## config.mk

```make
export PLATFORM = sky130hd
export DESIGN_NAME = fslui_link_user_if
export DESIGN_NICKNAME = d
export VERILOG_FILES = /design/src/fslui_link_user_if.v /design/src/fslui_scrambler.v
export VERILOG_INCLUDE_DIRS = /design/src
export SDC_FILE = /design/constraint.sdc
export NUM_CORES = 2
export LEC_CHECK = 0
export BUFFER_PORTS_ARGS = -buffer_cell sky130_fd_sc_hd__buf_2
export CORE_ASPECT_RATIO = 0.7
export CORE_UTILIZATION = 62
export DETAILED_ROUTE_END_ITERATION = 8
export PLACE_DENSITY = 0.95
export SLEW_MARGIN = 40
export SYNTH_ARGS = -nofsm -noshare
export SYNTH_HDL_FRONTEND = slang
export SYNTH_SLANG_ARGS = --single-unit
```

## constraint.sdc

```tcl
create_clock -name clk_sys_in -period 51.6 [get_ports clk_sys_in]
set_input_delay 7.74 -clock clk_sys_in [delete_from_list [all_inputs] [get_ports clk_sys_in]]
set_output_delay 7.74 -clock clk_sys_in [all_outputs]
set_load 0.01 [all_outputs]
```

## src/fslui_defines.vh

```
// Constants for the framed stream link user interface: block codes,
// field positions, reset values and pause timing.
// Assumes a 16-byte user word striped over two 66-bit lanes.
// How it works
// - Take transmit beat only when valid and ready
// - Invalid cycles inside frame send idle blocks
// - Only framed transmit words carry meaning
// - Optional CRC appended, count and end moved
// - Keep counts bytes only on last beat
// - Byte zero first, most significant bit first
// - Frame: data blocks, then separator, else idles
// - Every block: two-bit header plus eight bytes
// - Separator: type 1E, count, then bytes, or type 78 and seven bytes
// - Full last beat: separator next non-pause cycle, empty without CRC
// - Three pause cycles every 10,000 cycles
// - Frame data spread across all lanes
// - Receive strips control, idle, compensation blocks
// - Receive keep gives byte count with last
// - Receive side has no ready, no buffer
// - Receive valid may drop mid-frame
// - Ready low one cycle in every 32
`ifndef FSLUI_DEFINES_VH
`define FSLUI_DEFINES_VH

`define FSLUI_LANES        2
`define FSLUI_WORD_BYTES   16
`define FSLUI_HDR_DATA     2'b01
`define FSLUI_HDR_CTRL     2'b10
`define FSLUI_TYPE_SEP     8'h1e
`define FSLUI_TYPE_SEP7    8'h78
`define FSLUI_TYPE_IDLE    8'h10
`define FSLUI_TYPE_CC      8'h2d
`define FSLUI_SEP_MAX      6
`define FSLUI_SEP_CNT_LSB  8
`define FSLUI_SEP_DAT_LSB  16
`define FSLUI_SCR_SEED     58'h3ff_ffff_ffff_ffff
`define FSLUI_CRC_POLY     32'h04c1_1db7
`define FSLUI_CRC_INIT     32'hffff_ffff
`define FSLUI_CRC_BYTES    6'd4
`define FSLUI_GB_PERIOD    32
`define FSLUI_CC_LEN       3
`define FSLUI_CC_PERIOD    10000

`endif

```

## src/fslui_link_user_if.v

```verilog
// Framing user interface: stream beats to striped 66-bit blocks and back.
// Assumes the lane blocks come from and go to logic on clk_sys_in.
`timescale 1ns/1ps
`default_nettype none
`include "fslui_defines.vh"

module fslui_link_user_if #(
  parameter        CRC_EN    = 0,
  parameter [13:0] CC_PERIOD = `FSLUI_CC_PERIOD
) (
  // Clock and reset
  input  wire         clk_sys_in,
  input  wire         reset_in,
  // Transmit stream from user
  input  wire [127:0] s_axi_tx_tdata_in,
  input  wire [15:0]  s_axi_tx_tkeep_in,
  input  wire         s_axi_tx_tlast_in,
  input  wire         s_axi_tx_tvalid_in,
  output wire         s_axi_tx_tready_out,
  // Transmit lanes, lane i at [66i+65:66i], header on top
  output wire [131:0] tx_blk_out,
  output reg          tx_blk_valid_out,
  // Receive lanes
  input  wire [131:0] rx_blk_in,
  input  wire         rx_blk_valid_in,
  // Receive stream to user, no ready
  output reg  [127:0] m_axi_rx_tdata_out,
  output reg  [15:0]  m_axi_rx_tkeep_out,
  output reg          m_axi_rx_tlast_out,
  output reg          m_axi_rx_tvalid_out
);

  localparam integer GB_LAST_I  = `FSLUI_GB_PERIOD - 1;
  localparam integer CC_START_I = CC_PERIOD - `FSLUI_CC_LEN;
  localparam [4:0]   GB_LAST    = GB_LAST_I[4:0];
  localparam [13:0]  CC_START   = CC_START_I[13:0];

  function [4:0] keep_count;
    input [15:0] keep;
    integer i;
    begin
      keep_count = 5'd0;
      for (i = 0; i < 16; i = i + 1)
        keep_count = keep_count + {4'h0, keep[i]};
    end
  endfunction

  function [15:0] keep_mask;
    input [4:0] n;
    integer i;
    begin
      keep_mask = 16'h0;
      for (i = 0; i < 16; i = i + 1)
        keep_mask[i] = (i < n);
    end
  endfunction

  function [127:0] byte_mask;
    input [4:0] n;
    integer i;
    begin
      byte_mask = 128'h0;
      for (i = 0; i < 16; i = i + 1)
        byte_mask[8*i+:8] = (i < n) ? 8'hff : 8'h00;
    end
  endfunction

  // CRC-32 over the first n bytes in line order
  function [31:0] crc_bytes;
    input [31:0]  crc_in;
    input [127:0] data;
    input [4:0]   n;
    integer i;
    integer b;
    begin
      crc_bytes = crc_in;
      for (i = 0; i < 16; i = i + 1)
        if (i < n)
          for (b = 7; b >= 0; b = b - 1)
            crc_bytes = {crc_bytes[30:0], 1'b0} ^
                        ((crc_bytes[31] ^ data[8*i+b]) ? `FSLUI_CRC_POLY : 32'h0);
    end
  endfunction

  // Pause timing
  reg  [4:0]  gb_cnt_r;
  reg  [13:0] cc_cnt_r;
  wire        gb_pause  = (gb_cnt_r == GB_LAST);
  wire        cc_active = (cc_cnt_r >= CC_START);

  // Transmit state
  reg         pend_r;
  reg  [2:0]  pend_cnt_r;
  reg  [31:0] pend_data_r;
  reg  [31:0] crc_r;
  reg         pend_nxt;
  reg  [2:0]  pend_cnt_nxt;
  reg  [31:0] pend_data_nxt;
  reg  [31:0] crc_nxt;
  reg  [3:0]  tx_hdr_nxt;
  reg  [127:0] tx_pl_nxt;
  reg  [3:0]  tx_hdr_r;
  wire [127:0] tx_scr;

  wire tx_ready  = ~gb_pause & ~cc_active & ~pend_r;
  wire tx_accept = s_axi_tx_tvalid_in & tx_ready;
  assign s_axi_tx_tready_out = tx_ready;

  wire [4:0]   tx_n    = keep_count(s_axi_tx_tkeep_in);
  wire [31:0]  tx_crc  = crc_bytes(crc_r, s_axi_tx_tdata_in, tx_n);
  wire [5:0]   tx_m    = {1'b0, tx_n} + ((CRC_EN != 0) ? `FSLUI_CRC_BYTES : 6'd0);
  // Last beat with CRC spliced in right after the final user byte
  wire [159:0] tx_ext  = {32'h0, s_axi_tx_tdata_in & byte_mask(tx_n)} |
                         ((CRC_EN != 0) ? ({128'h0, tx_crc} << {tx_n, 3'b000}) : 160'h0);
  wire [1:0]   tx_g    = tx_m[4:3];
  wire [2:0]   tx_r    = tx_m[2:0];
  wire [5:0]   tx_over = tx_m - 6'd16;

  integer i;
  integer b;

  always @* begin
    pend_nxt      = pend_r;
    pend_cnt_nxt  = pend_cnt_r;
    pend_data_nxt = pend_data_r;
    crc_nxt       = crc_r;
    for (i = 0; i < `FSLUI_LANES; i = i + 1) begin
      tx_hdr_nxt[2*i+:2] = `FSLUI_HDR_CTRL;
      tx_pl_nxt[64*i+:64] = {56'h0, `FSLUI_TYPE_IDLE};
    end
    if (gb_pause) begin
      // Gearbox slot: nothing leaves, scramblers hold
    end else if (cc_active) begin
      for (i = 0; i < `FSLUI_LANES; i = i + 1)
        tx_pl_nxt[64*i+:64] = {56'h0, `FSLUI_TYPE_CC};
    end else if (pend_r) begin
      tx_pl_nxt[63:0] = {16'h0, pend_data_r, 5'h0, pend_cnt_r, `FSLUI_TYPE_SEP};
      pend_nxt = 1'b0;
    end else if (tx_accept) begin
      if (!s_axi_tx_tlast_in) begin
        for (i = 0; i < `FSLUI_LANES; i = i + 1) begin
          tx_hdr_nxt[2*i+:2]  = `FSLUI_HDR_DATA;
          tx_pl_nxt[64*i+:64] = s_axi_tx_tdata_in[64*i+:64];
        end
        crc_nxt = crc_bytes(crc_r, s_axi_tx_tdata_in, 5'd16);
      end else begin
        crc_nxt = `FSLUI_CRC_INIT;
        if (tx_m >= 6'd16) begin
          // Word full: the separator follows on its own cycle
          for (i = 0; i < `FSLUI_LANES; i = i + 1) begin
            tx_hdr_nxt[2*i+:2]  = `FSLUI_HDR_DATA;
            tx_pl_nxt[64*i+:64] = tx_ext[64*i+:64];
          end
          pend_nxt      = 1'b1;
          pend_cnt_nxt  = tx_over[2:0];
          pend_data_nxt = tx_ext[159:128];
        end else begin
          for (i = 0; i < `FSLUI_LANES; i = i + 1) begin
            if (i < tx_g) begin
              tx_hdr_nxt[2*i+:2]  = `FSLUI_HDR_DATA;
              tx_pl_nxt[64*i+:64] = tx_ext[64*i+:64];
            end else if (i == tx_g) begin
              if (tx_r == 3'd7)
                tx_pl_nxt[64*i+:64] = {tx_ext[64*i+:56], `FSLUI_TYPE_SEP7};
              else
                tx_pl_nxt[64*i+:64] = {tx_ext[64*i+:48], 5'h0, tx_r, `FSLUI_TYPE_SEP};
            end
          end
        end
      end
    end
  end

  always @(posedge clk_sys_in or posedge reset_in) begin
    if (reset_in) begin
      gb_cnt_r         <= 5'd0;
      cc_cnt_r         <= 14'd0;
      pend_r           <= 1'b0;
      pend_cnt_r       <= 3'd0;
      pend_data_r      <= 32'h0;
      crc_r            <= `FSLUI_CRC_INIT;
      tx_hdr_r         <= {`FSLUI_HDR_CTRL, `FSLUI_HDR_CTRL};
      tx_blk_valid_out <= 1'b0;
    end else begin
      gb_cnt_r         <= gb_cnt_r + 5'd1;
      cc_cnt_r         <= (cc_cnt_r == CC_PERIOD - 14'd1) ? 14'd0 : cc_cnt_r + 14'd1;
      pend_r           <= pend_nxt;
      pend_cnt_r       <= pend_cnt_nxt;
      pend_data_r      <= pend_data_nxt;
      crc_r            <= crc_nxt;
      if (!gb_pause)
        tx_hdr_r <= tx_hdr_nxt;
      tx_blk_valid_out <= ~gb_pause;
    end
  end

  // Receive pipeline stage
  reg  [3:0]   rx_hdr_r;
  reg          rx_v_r;
  wire [127:0] rx_pl;

  genvar gl;
  generate
    for (gl = 0; gl < `FSLUI_LANES; gl = gl + 1) begin : g_lane
      fslui_scrambler #(.DESCRAMBLE(0)) u_scr (
        .clk_sys_in (clk_sys_in),
        .reset_in   (reset_in),
        .en_in      (~gb_pause),
        .data_in    (tx_pl_nxt[64*gl+:64]),
        .data_out   (tx_scr[64*gl+:64])
      );
      fslui_scrambler #(.DESCRAMBLE(1)) u_dscr (
        .clk_sys_in (clk_sys_in),
        .reset_in   (reset_in),
        .en_in      (rx_blk_valid_in),
        .data_in    (rx_blk_in[66*gl+:64]),
        .data_out   (rx_pl[64*gl+:64])
      );
      assign tx_blk_out[66*gl+:66] = {tx_hdr_r[2*gl+:2], tx_scr[64*gl+:64]};
    end
  endgenerate

  // Collect frame bytes of one cycle; nothing follows a separator or idle
  reg [127:0] rx_bytes;
  reg [4:0]   rx_nb;
  reg         rx_end;
  reg         rx_stop;
  reg [7:0]   rx_type;
  reg [2:0]   rx_cnt;

  // Own loop index, so the transmit process stays the only writer of its one
  always @* begin : rx_collect
    integer i;
    i        = 0;
    rx_bytes = 128'h0;
    rx_nb    = 5'd0;
    rx_end   = 1'b0;
    rx_stop  = ~rx_v_r;
    rx_type  = 8'h0;
    rx_cnt   = 3'd0;
    for (i = 0; i < `FSLUI_LANES; i = i + 1) begin
      if (!rx_stop) begin
        rx_type = rx_pl[64*i+:8];
        if (rx_hdr_r[2*i+:2] == `FSLUI_HDR_DATA) begin
          rx_bytes[64*i+:64] = rx_pl[64*i+:64];
          rx_nb = rx_nb + 5'd8;
        end else if (rx_hdr_r[2*i+:2] == `FSLUI_HDR_CTRL &&
                     (rx_type == `FSLUI_TYPE_SEP || rx_type == `FSLUI_TYPE_SEP7)) begin
          if (rx_type == `FSLUI_TYPE_SEP7) begin
            rx_bytes[64*i+:56] = rx_pl[64*i+8+:56];
            rx_cnt = 3'd7;
          end else begin
            rx_cnt = (rx_pl[64*i+`FSLUI_SEP_CNT_LSB+:8] > `FSLUI_SEP_MAX) ?
                     3'd6 : rx_pl[64*i+`FSLUI_SEP_CNT_LSB+:3];
            for (b = 0; b < `FSLUI_SEP_MAX; b = b + 1)
              if (b < rx_cnt)
                rx_bytes[64*i+8*b+:8] = rx_pl[64*i+`FSLUI_SEP_DAT_LSB+8*b+:8];
          end
          rx_nb   = rx_nb + {2'b00, rx_cnt};
          rx_end  = 1'b1;
          rx_stop = 1'b1;
        end else begin
          rx_stop = 1'b1;
        end
      end
    end
  end

  // One beat is held back until it is known whether it ends the frame
  reg         hold_v_r;
  reg         hold_last_r;
  reg [127:0] hold_data_r;
  reg [4:0]   hold_cnt_r;
  reg         out_v_nxt;
  reg         out_last_nxt;

  always @* begin
    out_v_nxt    = 1'b0;
    out_last_nxt = 1'b0;
    if (rx_nb != 5'd0) begin
      out_v_nxt    = hold_v_r;
      out_last_nxt = hold_last_r;
    end else if (hold_v_r && (rx_end || hold_last_r)) begin
      out_v_nxt    = 1'b1;
      out_last_nxt = 1'b1;
    end
  end

  always @(posedge clk_sys_in or posedge reset_in) begin
    if (reset_in) begin
      rx_hdr_r            <= 4'h0;
      rx_v_r              <= 1'b0;
      hold_v_r            <= 1'b0;
      hold_last_r         <= 1'b0;
      hold_data_r         <= 128'h0;
      hold_cnt_r          <= 5'd0;
      m_axi_rx_tdata_out  <= 128'h0;
      m_axi_rx_tkeep_out  <= 16'h0;
      m_axi_rx_tlast_out  <= 1'b0;
      m_axi_rx_tvalid_out <= 1'b0;
    end else begin
      rx_v_r <= rx_blk_valid_in;
      if (rx_blk_valid_in)
        rx_hdr_r <= {rx_blk_in[131:130], rx_blk_in[65:64]};
      // No ready input: every beat goes out as soon as it is complete
      m_axi_rx_tvalid_out <= out_v_nxt;
      m_axi_rx_tlast_out  <= out_last_nxt;
      m_axi_rx_tdata_out  <= hold_data_r;
      m_axi_rx_tkeep_out  <= out_last_nxt ? keep_mask(hold_cnt_r) : 16'hffff;
      if (rx_nb != 5'd0) begin
        hold_v_r    <= 1'b1;
        hold_last_r <= rx_end;
        hold_data_r <= rx_bytes;
        hold_cnt_r  <= rx_nb;
      end else if (out_v_nxt) begin
        hold_v_r    <= 1'b0;
        hold_last_r <= 1'b0;
      end
    end
  end

endmodule // fslui_link_user_if
`default_nettype wire

```

## src/fslui_scrambler.v

```verilog
// Self-synchronising 64-bit scrambler for one lane, x^58 + x^39 + 1.
// Assumes byte 0 at bits [7:0], sent most significant bit first.
`timescale 1ns/1ps
`default_nettype none
`include "fslui_defines.vh"

module fslui_scrambler #(
  parameter DESCRAMBLE = 0
) (
  // Clock and reset
  input  wire        clk_sys_in,
  input  wire        reset_in,
  // Payload
  input  wire        en_in,
  input  wire [63:0] data_in,
  output reg  [63:0] data_out
);

  reg [57:0] state_r;
  reg [57:0] st;
  reg [63:0] res;
  reg        fb;
  integer    k;
  integer    b;

  // Bit order follows the line: byte 0 first, its bit 7 first
  always @* begin
    st  = state_r;
    res = 64'h0;
    fb  = 1'b0;
    for (k = 0; k < 8; k = k + 1) begin
      for (b = 7; b >= 0; b = b - 1) begin
        fb = data_in[8*k+b] ^ st[38] ^ st[57];
        res[8*k+b] = fb;
        st = {st[56:0], (DESCRAMBLE != 0) ? data_in[8*k+b] : fb};
      end
    end
  end

  always @(posedge clk_sys_in or posedge reset_in) begin
    if (reset_in) begin
      state_r  <= `FSLUI_SCR_SEED;
      data_out <= 64'h0;
    end else if (en_in) begin
      state_r  <= st;
      data_out <= res;
    end
  end

endmodule // fslui_scrambler
`default_nettype wire

```

-- After elaboration in Yosys (flattened, before gate mapping)
Index checks and enable logic that the tools add are counted.
- bits in registers: 802
- bits in latches: 0
- bits in writable memories: 0
- ROM bits: 0
- input bits: 281
- output and inout port bits: 280
- word-level logic and storage cells: 730
- memories: 0
- $add $sub $neg: 20
- $mul: 0
- divide/modulo/power cells: 0
- $lt $le $gt $ge: 50
- equal/unequal tests: 12
- shift-type cells: 0
- mux-type cells: 93
- bitwise logic cells: 520
- reductions and logical operators: 11
- operator list (kind ; number):
    128-bit 2-to-1 mux ; 5
    64-bit 2-to-1 mux ; 10
    1-bit XOR ; 512
    8-bit 2-to-1 mux ; 32
    56-bit 2-to-1 mux ; 4
    128-bit bitwise AND ; 1
    48-bit 2-to-1 mux ; 2
    4-bit by 5-bit < comparator with 1-bit output (first input constant) ; 16
    5-bit by 1-bit adder with 5-bit output ; 11
    3-bit by 5-bit < comparator with 1-bit output (first input constant) ; 8
    4-bit 2-to-1 mux ; 7
    3-bit 2-to-1 mux ; 8
    1-bit by 5-bit < comparator with 1-bit output (first input constant) ; 4
    2-bit by 5-bit < comparator with 1-bit output (first input constant) ; 4
    1-bit 2-to-1 mux ; 18
    8-bit by 5-bit equality test with 1-bit output (second input constant) ; 2
    8-bit by 7-bit equality test with 1-bit output (second input constant) ; 2
    8-bit by 3-bit > comparator with 1-bit output (second input constant) ; 2
    16-bit 2-to-1 mux ; 1
    5-bit 2-to-1 mux ; 3
    14-bit by 1-bit adder with 14-bit output (second input constant) ; 1
    14-bit equality test (second input constant) ; 1
    14-bit >= comparator (second input constant) ; 1
    14-bit 2-to-1 mux ; 1
    28 further kinds ; 50

-- Depth between registers and ports, before layout
- depth after elaboration: 31
- depth in mapped cells: 21
- depth with buffers taken out: 17

-- By module
From an unflattened synthesis, not the netlist that was laid out.
- cells, all modules: 3212
- area, all modules: 40780.4 sq um
- by module, submodules not included (module ; instances ; cells each ; area each (sq um) ; seq. area each (sq um)):
    fslui_link_user_if ; 1 ; 1554 ; 15463.6 ; 7860.0
    fslui_scrambler (g_lane[0].u_dscr ...) ; 2 ; 323 ; 6461.2 ; 3125.5
    fslui_scrambler (g_lane[0].u_scr ...) ; 2 ; 506 ; 6197.2 ; 3125.5

-- Least setup slack after synthesis
Ideal clock, no wire load.
- path type: input -> register
- start point: input s_axi_tx_tkeep_in[0]
- end point: register g_lane[0].u_scr.state_r[22]
- setup time: 73 ps
- arrival: 12517 ps
- data required time: 51527 ps
- slack: 39010 ps
- stages on the path: 15
- path buffers: 0
- cells stage by stage: inv_1 > fa_1 > fa_1 > fa_1 > fa_1 > inv_1 > ha_1 > fa_1 > or4_4 > a21bo_2 > a221o_1 > a32o_1 > xnor3_1 > and2_1 > a21oi_1
- word-level cells in the longest chain between the ends: 29
- elaborated cells on any way between the ends: 41
- classes of those cells: 15 x add/sub; 6 x order compare; 1 x eq/ne; 13 x mux; 5 x bitwise; 1 x reduce/logical
- ends and longest elaborated chain (item ; RTL line ; source):
    start, declared ; fslui_link_user_if.v:16 ; input wire [15:0] s_axi_tx_tkeep_in,
    1-bit by 1-bit adder with 2-bit output * ; fslui_link_user_if.v:44 ; keep_count = keep_count + {4'h0, keep[i]};
    2-bit by 1-bit adder with 3-bit output * ; fslui_link_user_if.v:44 ;
    3-bit by 1-bit adder with 4-bit output * ; fslui_link_user_if.v:44 ;
    4-bit by 1-bit adder with 5-bit output * ; fslui_link_user_if.v:44 ;
    5-bit by 1-bit adder with 5-bit output * (11 in series) ; fslui_link_user_if.v:44 ;
    2-bit by 5-bit < comparator with 1-bit output (tied with other cells) ; fslui_link_user_if.v:64 ; byte_mask[8*i+:8] = (i < n) ? 8'hff : 8'h00;
    8-bit 2-to-1 mux or 64-bit 2-to-1 mux (tied branches) ; fslui_link_user_if.v:64, fslui_link_user_if.v:163 ;
    128-bit bitwise AND or 64-bit 2-to-1 mux (tied branches) ; fslui_link_user_if.v:113, fslui_link_user_if.v:162 ;
    [2 not listed] ; -- ;
    64-bit 2-to-1 mux or 128-bit 2-to-1 mux (tied branches) ; fslui_link_user_if.v:159, fslui_link_user_if.v:140 ;
    128-bit 2-to-1 mux * ; fslui_link_user_if.v:148 ; if (tx_m >= 6'd16) begin
    128-bit 2-to-1 mux * ; fslui_link_user_if.v:140 ; if (!s_axi_tx_tlast_in) begin
    128-bit 2-to-1 mux * ; fslui_link_user_if.v:139 ; end else if (tx_accept) begin
    64-bit 2-to-1 mux * ; fslui_link_user_if.v:136 ; end else if (pend_r) begin
    128-bit 2-to-1 mux * ; fslui_link_user_if.v:133 ; end else if (cc_active) begin
    128-bit 2-to-1 mux * ; fslui_link_user_if.v:131 ; if (gb_pause) begin
    1-bit XOR * (2 in series) ; fslui_scrambler.v:33 ; fb = data_in[8*k+b] ^ st[38] ^ st[57];
    end signal, assigned ; fslui_scrambler.v:42 ; state_r <= `FSLUI_SCR_SEED;
    end signal, assigned ; fslui_scrambler.v:45 ; state_r <= st;
    end, declared ; fslui_scrambler.v:19 ; reg [57:0] state_r;
Every way passes the cells marked *; elsewhere a longest branch is shown, timed or not.
A chain may end at the register's enable or synchronous reset.

-- Final worst setup path
- start point: input s_axi_tx_tkeep_in[5]
- end point: register g_lane[0].u_scr.data_out[62]
- word-level cells in the longest chain between the ends: 27
- elaborated cells on any way between the ends: 41
- classes of those cells: 11 x add/sub; 8 x order compare; 1 x eq/ne; 15 x mux; 5 x bitwise; 1 x reduce/logical
- ends and longest elaborated chain (item ; RTL line ; source):
    5-bit by 1-bit adder with 5-bit output * (11 in series) ; fslui_link_user_if.v:44 ;
    named net tx_m[1] ; fslui_link_user_if.v:111 ; wire [5:0] tx_m = {1'b0, tx_n} + ((CRC_EN != 0) ? `FSLUI_CRC_BYTES : 6'd0);
    1-bit by 5-bit < comparator with 1-bit output ; fslui_link_user_if.v:64 ;
    8-bit 2-to-1 mux ; fslui_link_user_if.v:64 ;
    128-bit bitwise AND ; fslui_link_user_if.v:113 ; wire [159:0] tx_ext = {32'h0, s_axi_tx_tdata_in & byte_mask(tx_n)} |
    64-bit 2-to-1 mux ; fslui_link_user_if.v:163 ; if (tx_r == 3'd7)
    64-bit 2-to-1 mux ; fslui_link_user_if.v:162 ; end else if (i == tx_g) begin
    64-bit 2-to-1 mux ; fslui_link_user_if.v:159 ; if (i < tx_g) begin
    128-bit 2-to-1 mux * ; fslui_link_user_if.v:148 ;
    128-bit 2-to-1 mux * ; fslui_link_user_if.v:140 ;
    128-bit 2-to-1 mux * ; fslui_link_user_if.v:139 ;
    64-bit 2-to-1 mux * ; fslui_link_user_if.v:136 ;
    128-bit 2-to-1 mux * ; fslui_link_user_if.v:133 ;
    128-bit 2-to-1 mux * ; fslui_link_user_if.v:131 ;
    1-bit XOR (2 in series) ; fslui_scrambler.v:33 ;
    1-bit XOR * (2 in series) ; fslui_scrambler.v:33 ;
    end signal, assigned ; fslui_scrambler.v:46 ; data_out <= res;
    end, declared ; fslui_scrambler.v:16 ; output reg [63:0] data_out
The timed path passes the listed nets; every way through them passes the cells marked *.

==> key figures <==
Clock network
  • TritonCTS clock tree: built
  • CTS max path bufs: 3
  • CTS clock-pin slew for the worst setup and hold paths: 0.07 ns
  • CTS sink cnt: 802
  • H-tree depth: 3
  • CTS buffer count: 74
  • Hold-fix buffers at CTS: 0
  • Latest clock arrival within the worst-skew pair: 0.64 ns
  • Clk root buf: clkbuf_16
  • CTS resizes: 0
  • Setup Buffers After CTS: 0

Global route
  • Largest net degree at the start of global routing: 132
  • Vias in the first global route: 29,940
  • First-pass GRT wire length: 189,500 um
  • Antenna violations before repair: 10
  • Gr ovfl total: 0
  • GRT Resource Usage Total: 40.19%

Synthesis
  • Top post-synthesis cells by area: dfrtp_1 (37%), dfstp_2 (16%), xnor2_1 (9.4%), mux2_2 (7.7%), a21o_1 (2.7%)
  • Count of unique library cells instantiated by Yosys: 91
  • Post-synthesis mux area share: approximately 8%
  • Most frequent cell after synthesis: dfrtp_1
  • Post-Synthesis Mean Instance Area: 11.58 um2
  • Commonest register cell after synthesis: dfrtp_1
  • Largest family of logic cells by synthesized area: compound AO/OA/AOI/OAI gates
  • Yosys reg bits: 802
  • Cells after Synth: 3,315
  • Synth Area in Compound Gates: 15.45%
  • EDFF count, synth: 0
  • Async set-reset flop share out of synthesis: 100.0%
  • Synth Area in XOR/XNOR: roughly an eighth
  • Seq/Total Area, Yosys: 53.04%
  • Warnings, synthesis: 0
  • Post-synth top cells: dfrtp_1 (568), xnor2_1 (414), mux2_2 (261)
  • Post-synthesis simple-gate area fraction: 6.948%
  • Adder-Cell Fraction of Synth Area: 0.9973%
  • Top cell type's share of synthesized area: 37.02%
  • Syn nets: 3,620
  • Post-Syn Area: 38,390 um2
  • Cell taking the most area after synthesis: dfrtp_1

Power
  • Switching share of power: about 41%
  • Worst VDD drop: about 0.044 mV
  • Overall Power: ~3 mW
  • Power Internal: 1.774 mW
  • Combinational Power Share: between 40 and 50%
  • Clk pwr share: 19.6%
  • P_leak: around 20 nW
  • Seq pwr share: 36.6%
  • PwrDens: 67.27 nW/um2
  • Switching power total: 1.217 mW

Setup path
  • Critical path depth: 19
  • Max FO, Critical Path: 26
  • Cell chain of the critical path: buf_2, inv_1, fa_1, fa_1, fa_1, fa_1, inv_1, ha_1, fa_2, nand2_1, nor2_2, buf_4, a211oi_2, buf_4, a32oi_1, o221ai_1, xnor3_1, nand2_1, nand2_1
  • Largest stage delay, worst path: 0.89 ns
  • Setup crit start: s_axi_tx_tkeep_in[5]
  • Crit-path leading delay family: adder cells
  • R2R cell count: 12
  • Critical Path Source Type: primary input
  • Most frequent CP cell: fa_1
  • CP Capture Type: flop
  • Setup CP Type: in -> reg
  • Critical Path AT: 13.68 ns
  • Worst r2r src: gb_cnt_r[0]$_DFF_PP0_
  • Buf+Inv Stages, Crit Path: 5
  • WP data required: 52.12 ns
  • Slowest-stage cell, CP: fa_2

Placed design
  • Area of placed instances: 41,810 um2
  • IO Port Bufs: 560
  • Post-detail-place hpwl: 90,810 um
  • GPL Wtd Cong: ~1.0

Routing
  • Post-Route WL: 128,200 um
  • Final ANT Viol Nets: 0
  • Post-route DRC: 0
  • Iteration-0 DRC count of the detailed router: 4,675
  • WL/cell: ~27 um
  • Via count: just over 30,000
  • First drt pass iteration count: 7
  • Avg Vias per Cell: 6.602

Die
  • Starting Density: 63.43%
  • Num rows: 75
  • Die Wd: 299.4 um
  • Number of top-level pins: between 500 and 600
  • DIE AREA: 62,940 um2
  • Core area: roughly 61,000 um2
  • Die height: approximately 210 um

Timing
  • Final setup vio count: 0
  • Fin. max-slew vios: 0
  • TNS Setup: 0 ns
  • Peak Freq: 75.98 MHz
  • Tcrit/Tclk final: 25.51%
  • Final hold vios: 0
  • Worst rel slew slack: 33.96%
  • Worst slew pin tran: 0.9835 ns
  • Worst hold slack: 0.3793 ns
  • Post-layout min period: 13.16 ns
  • RSZ-0062 raised after global routing: false
  • Layout Skew: 0.03200 ns

Outcome
  • Run status: finished, final reports clean

Hold path
  • Hold_sp: hold_data_r[52]$_DFFE_PP0P_
  • Worst hold path type: reg -> reg
  • Hold path depth: 0

Layout
  • Fin nets: 4,094
  • Final instance area: 44,460 um2
  • Share of cells above drive strength 1: 33.01%
  • Area Growth Syn to Fin: 15.81%

Flow run
  • Max_cap viols: 0
## placed cells by master (no fill, tap or decap), drive strengths merged, types with 15 or more instances in the layout
master	synthesis	layout
mux2i	18	18
o21ai	114	114
clkbuf	129	101
a22o	40	40
xnor2	415	415
xor2	81	81
nand2	230	230
a32oi	24	24
nor3	27	27
dfrtp	568	568
a21oi	128	128
nor2	220	220
a222oi	15	15
buf	71	596
mux2	261	261
nand3	30	30
o211ai	29	29
o221ai	31	31
a221oi	28	28
a21o	140	140
and3	25	25
inv	93	98
xnor3	15	15
a22oi	85	85
o31ai	16	16
clkinv	1	22
dfstp	234	234
a221o	76	76
## logic make-up (layout without fill, tap and decap cells)
logic type / Yosys count / count (layout)
simple gates: 604 / 604
flops: 802 / 802
mux: 279 / 279
buf+inv: 294 / 829
compound gates: 800 / 800
other cells: 0 / 5
fa+ha+maj: 24 / 24
xor+xnor: 512 / 512
## cell type report
cell class                      instances  area (um2)
Sequential cell                       802       20360
Inverter                               94       365.4
Fill cell                            3811       16070
Clock buffer                           99        2056
Clock inverter                         38       521.8
Timing Repair Buffer                  598        3206
Tap cell                              808        1011
Multi-Input combinational cell       2219       16930
Antenna cell                            5       12.51
## path summary, 6_finish.rpt
path	endpoint	slack, ns
max in group asynchronous	g_lane[1].u_dscr.state_r[29]$_DFFE_PP1P_	42.30
hold / removal	m_axi_rx_tdata_out[52]$_DFF_PP0_	0.38
setup / recovery	g_lane[0].u_scr.data_out[62]$_DFFE_PP0P_	38.44
min in group asynchronous	g_lane[1].u_scr.data_out[45]$_DFFE_PP0P_	7.23
hold reg to reg	m_axi_rx_tdata_out[52]$_DFF_PP0_	0.38
setup reg to reg	g_lane[0].u_scr.state_r[24]$_DFFE_PP1P_	47.08
## state kept, by name (all words and copies together) (netlist names), 5 cells and up
signal,count
hold_data_r,128
cc_cnt_r,14
hold_cnt_r,5
g_lane.u_dscr.state_r,116
g_lane.u_dscr.data_out,128
gb_cnt_r,5
m_axi_rx_tkeep_out,16
m_axi_rx_tdata_out,128
g_lane.u_scr.data_out,128
g_lane.u_scr.state_r,116
## metrics by stage
stage          std cells  setup WS, ns  util [%]
2_1_floorplan       3315         21.73         -
3_3_place_gp        4519         37.70     68.94
3_5_place_dp        4521         37.62     69.08
4_1_cts             4658         38.23     73.34
5_1_grt             4658         38.25     73.44
6_report            4663         38.44     73.46
## worst reg2reg max path: cells and delay by family, from the launching register on
kind	cells	cell delay (ns)
xor+xnor	2	1.03
flops	1	0.40
simple gates	5	1.45
buf+inv	1	0.51
compound gates	2	0.49
fa+ha+maj	2	0.59
## power by group through the flow
stage / logic [mW] / clock network [mW] / registers [mW]
floorplan: 0.866 / 0 / 1.05
global route: 1.40 / 0.611 / 1.11
detailed placement: 1.27 / 0 / 1.09
CTS: 1.28 / 0.586 / 1.08
global placement: 1.22 / 0 / 1.08
finish: 1.31 / 0.586 / 1.09
## per-layer routing
layer	GRT usage, %	up-vias	part of all wire (%)
met5	0	-	0.083
met4	16.70	12	4.8
met2	60.66	2334	45
li1	-	12690	-
met1	54.90	15290	37
met3	11.53	460	13
Power figures use the tool's default switching activity.
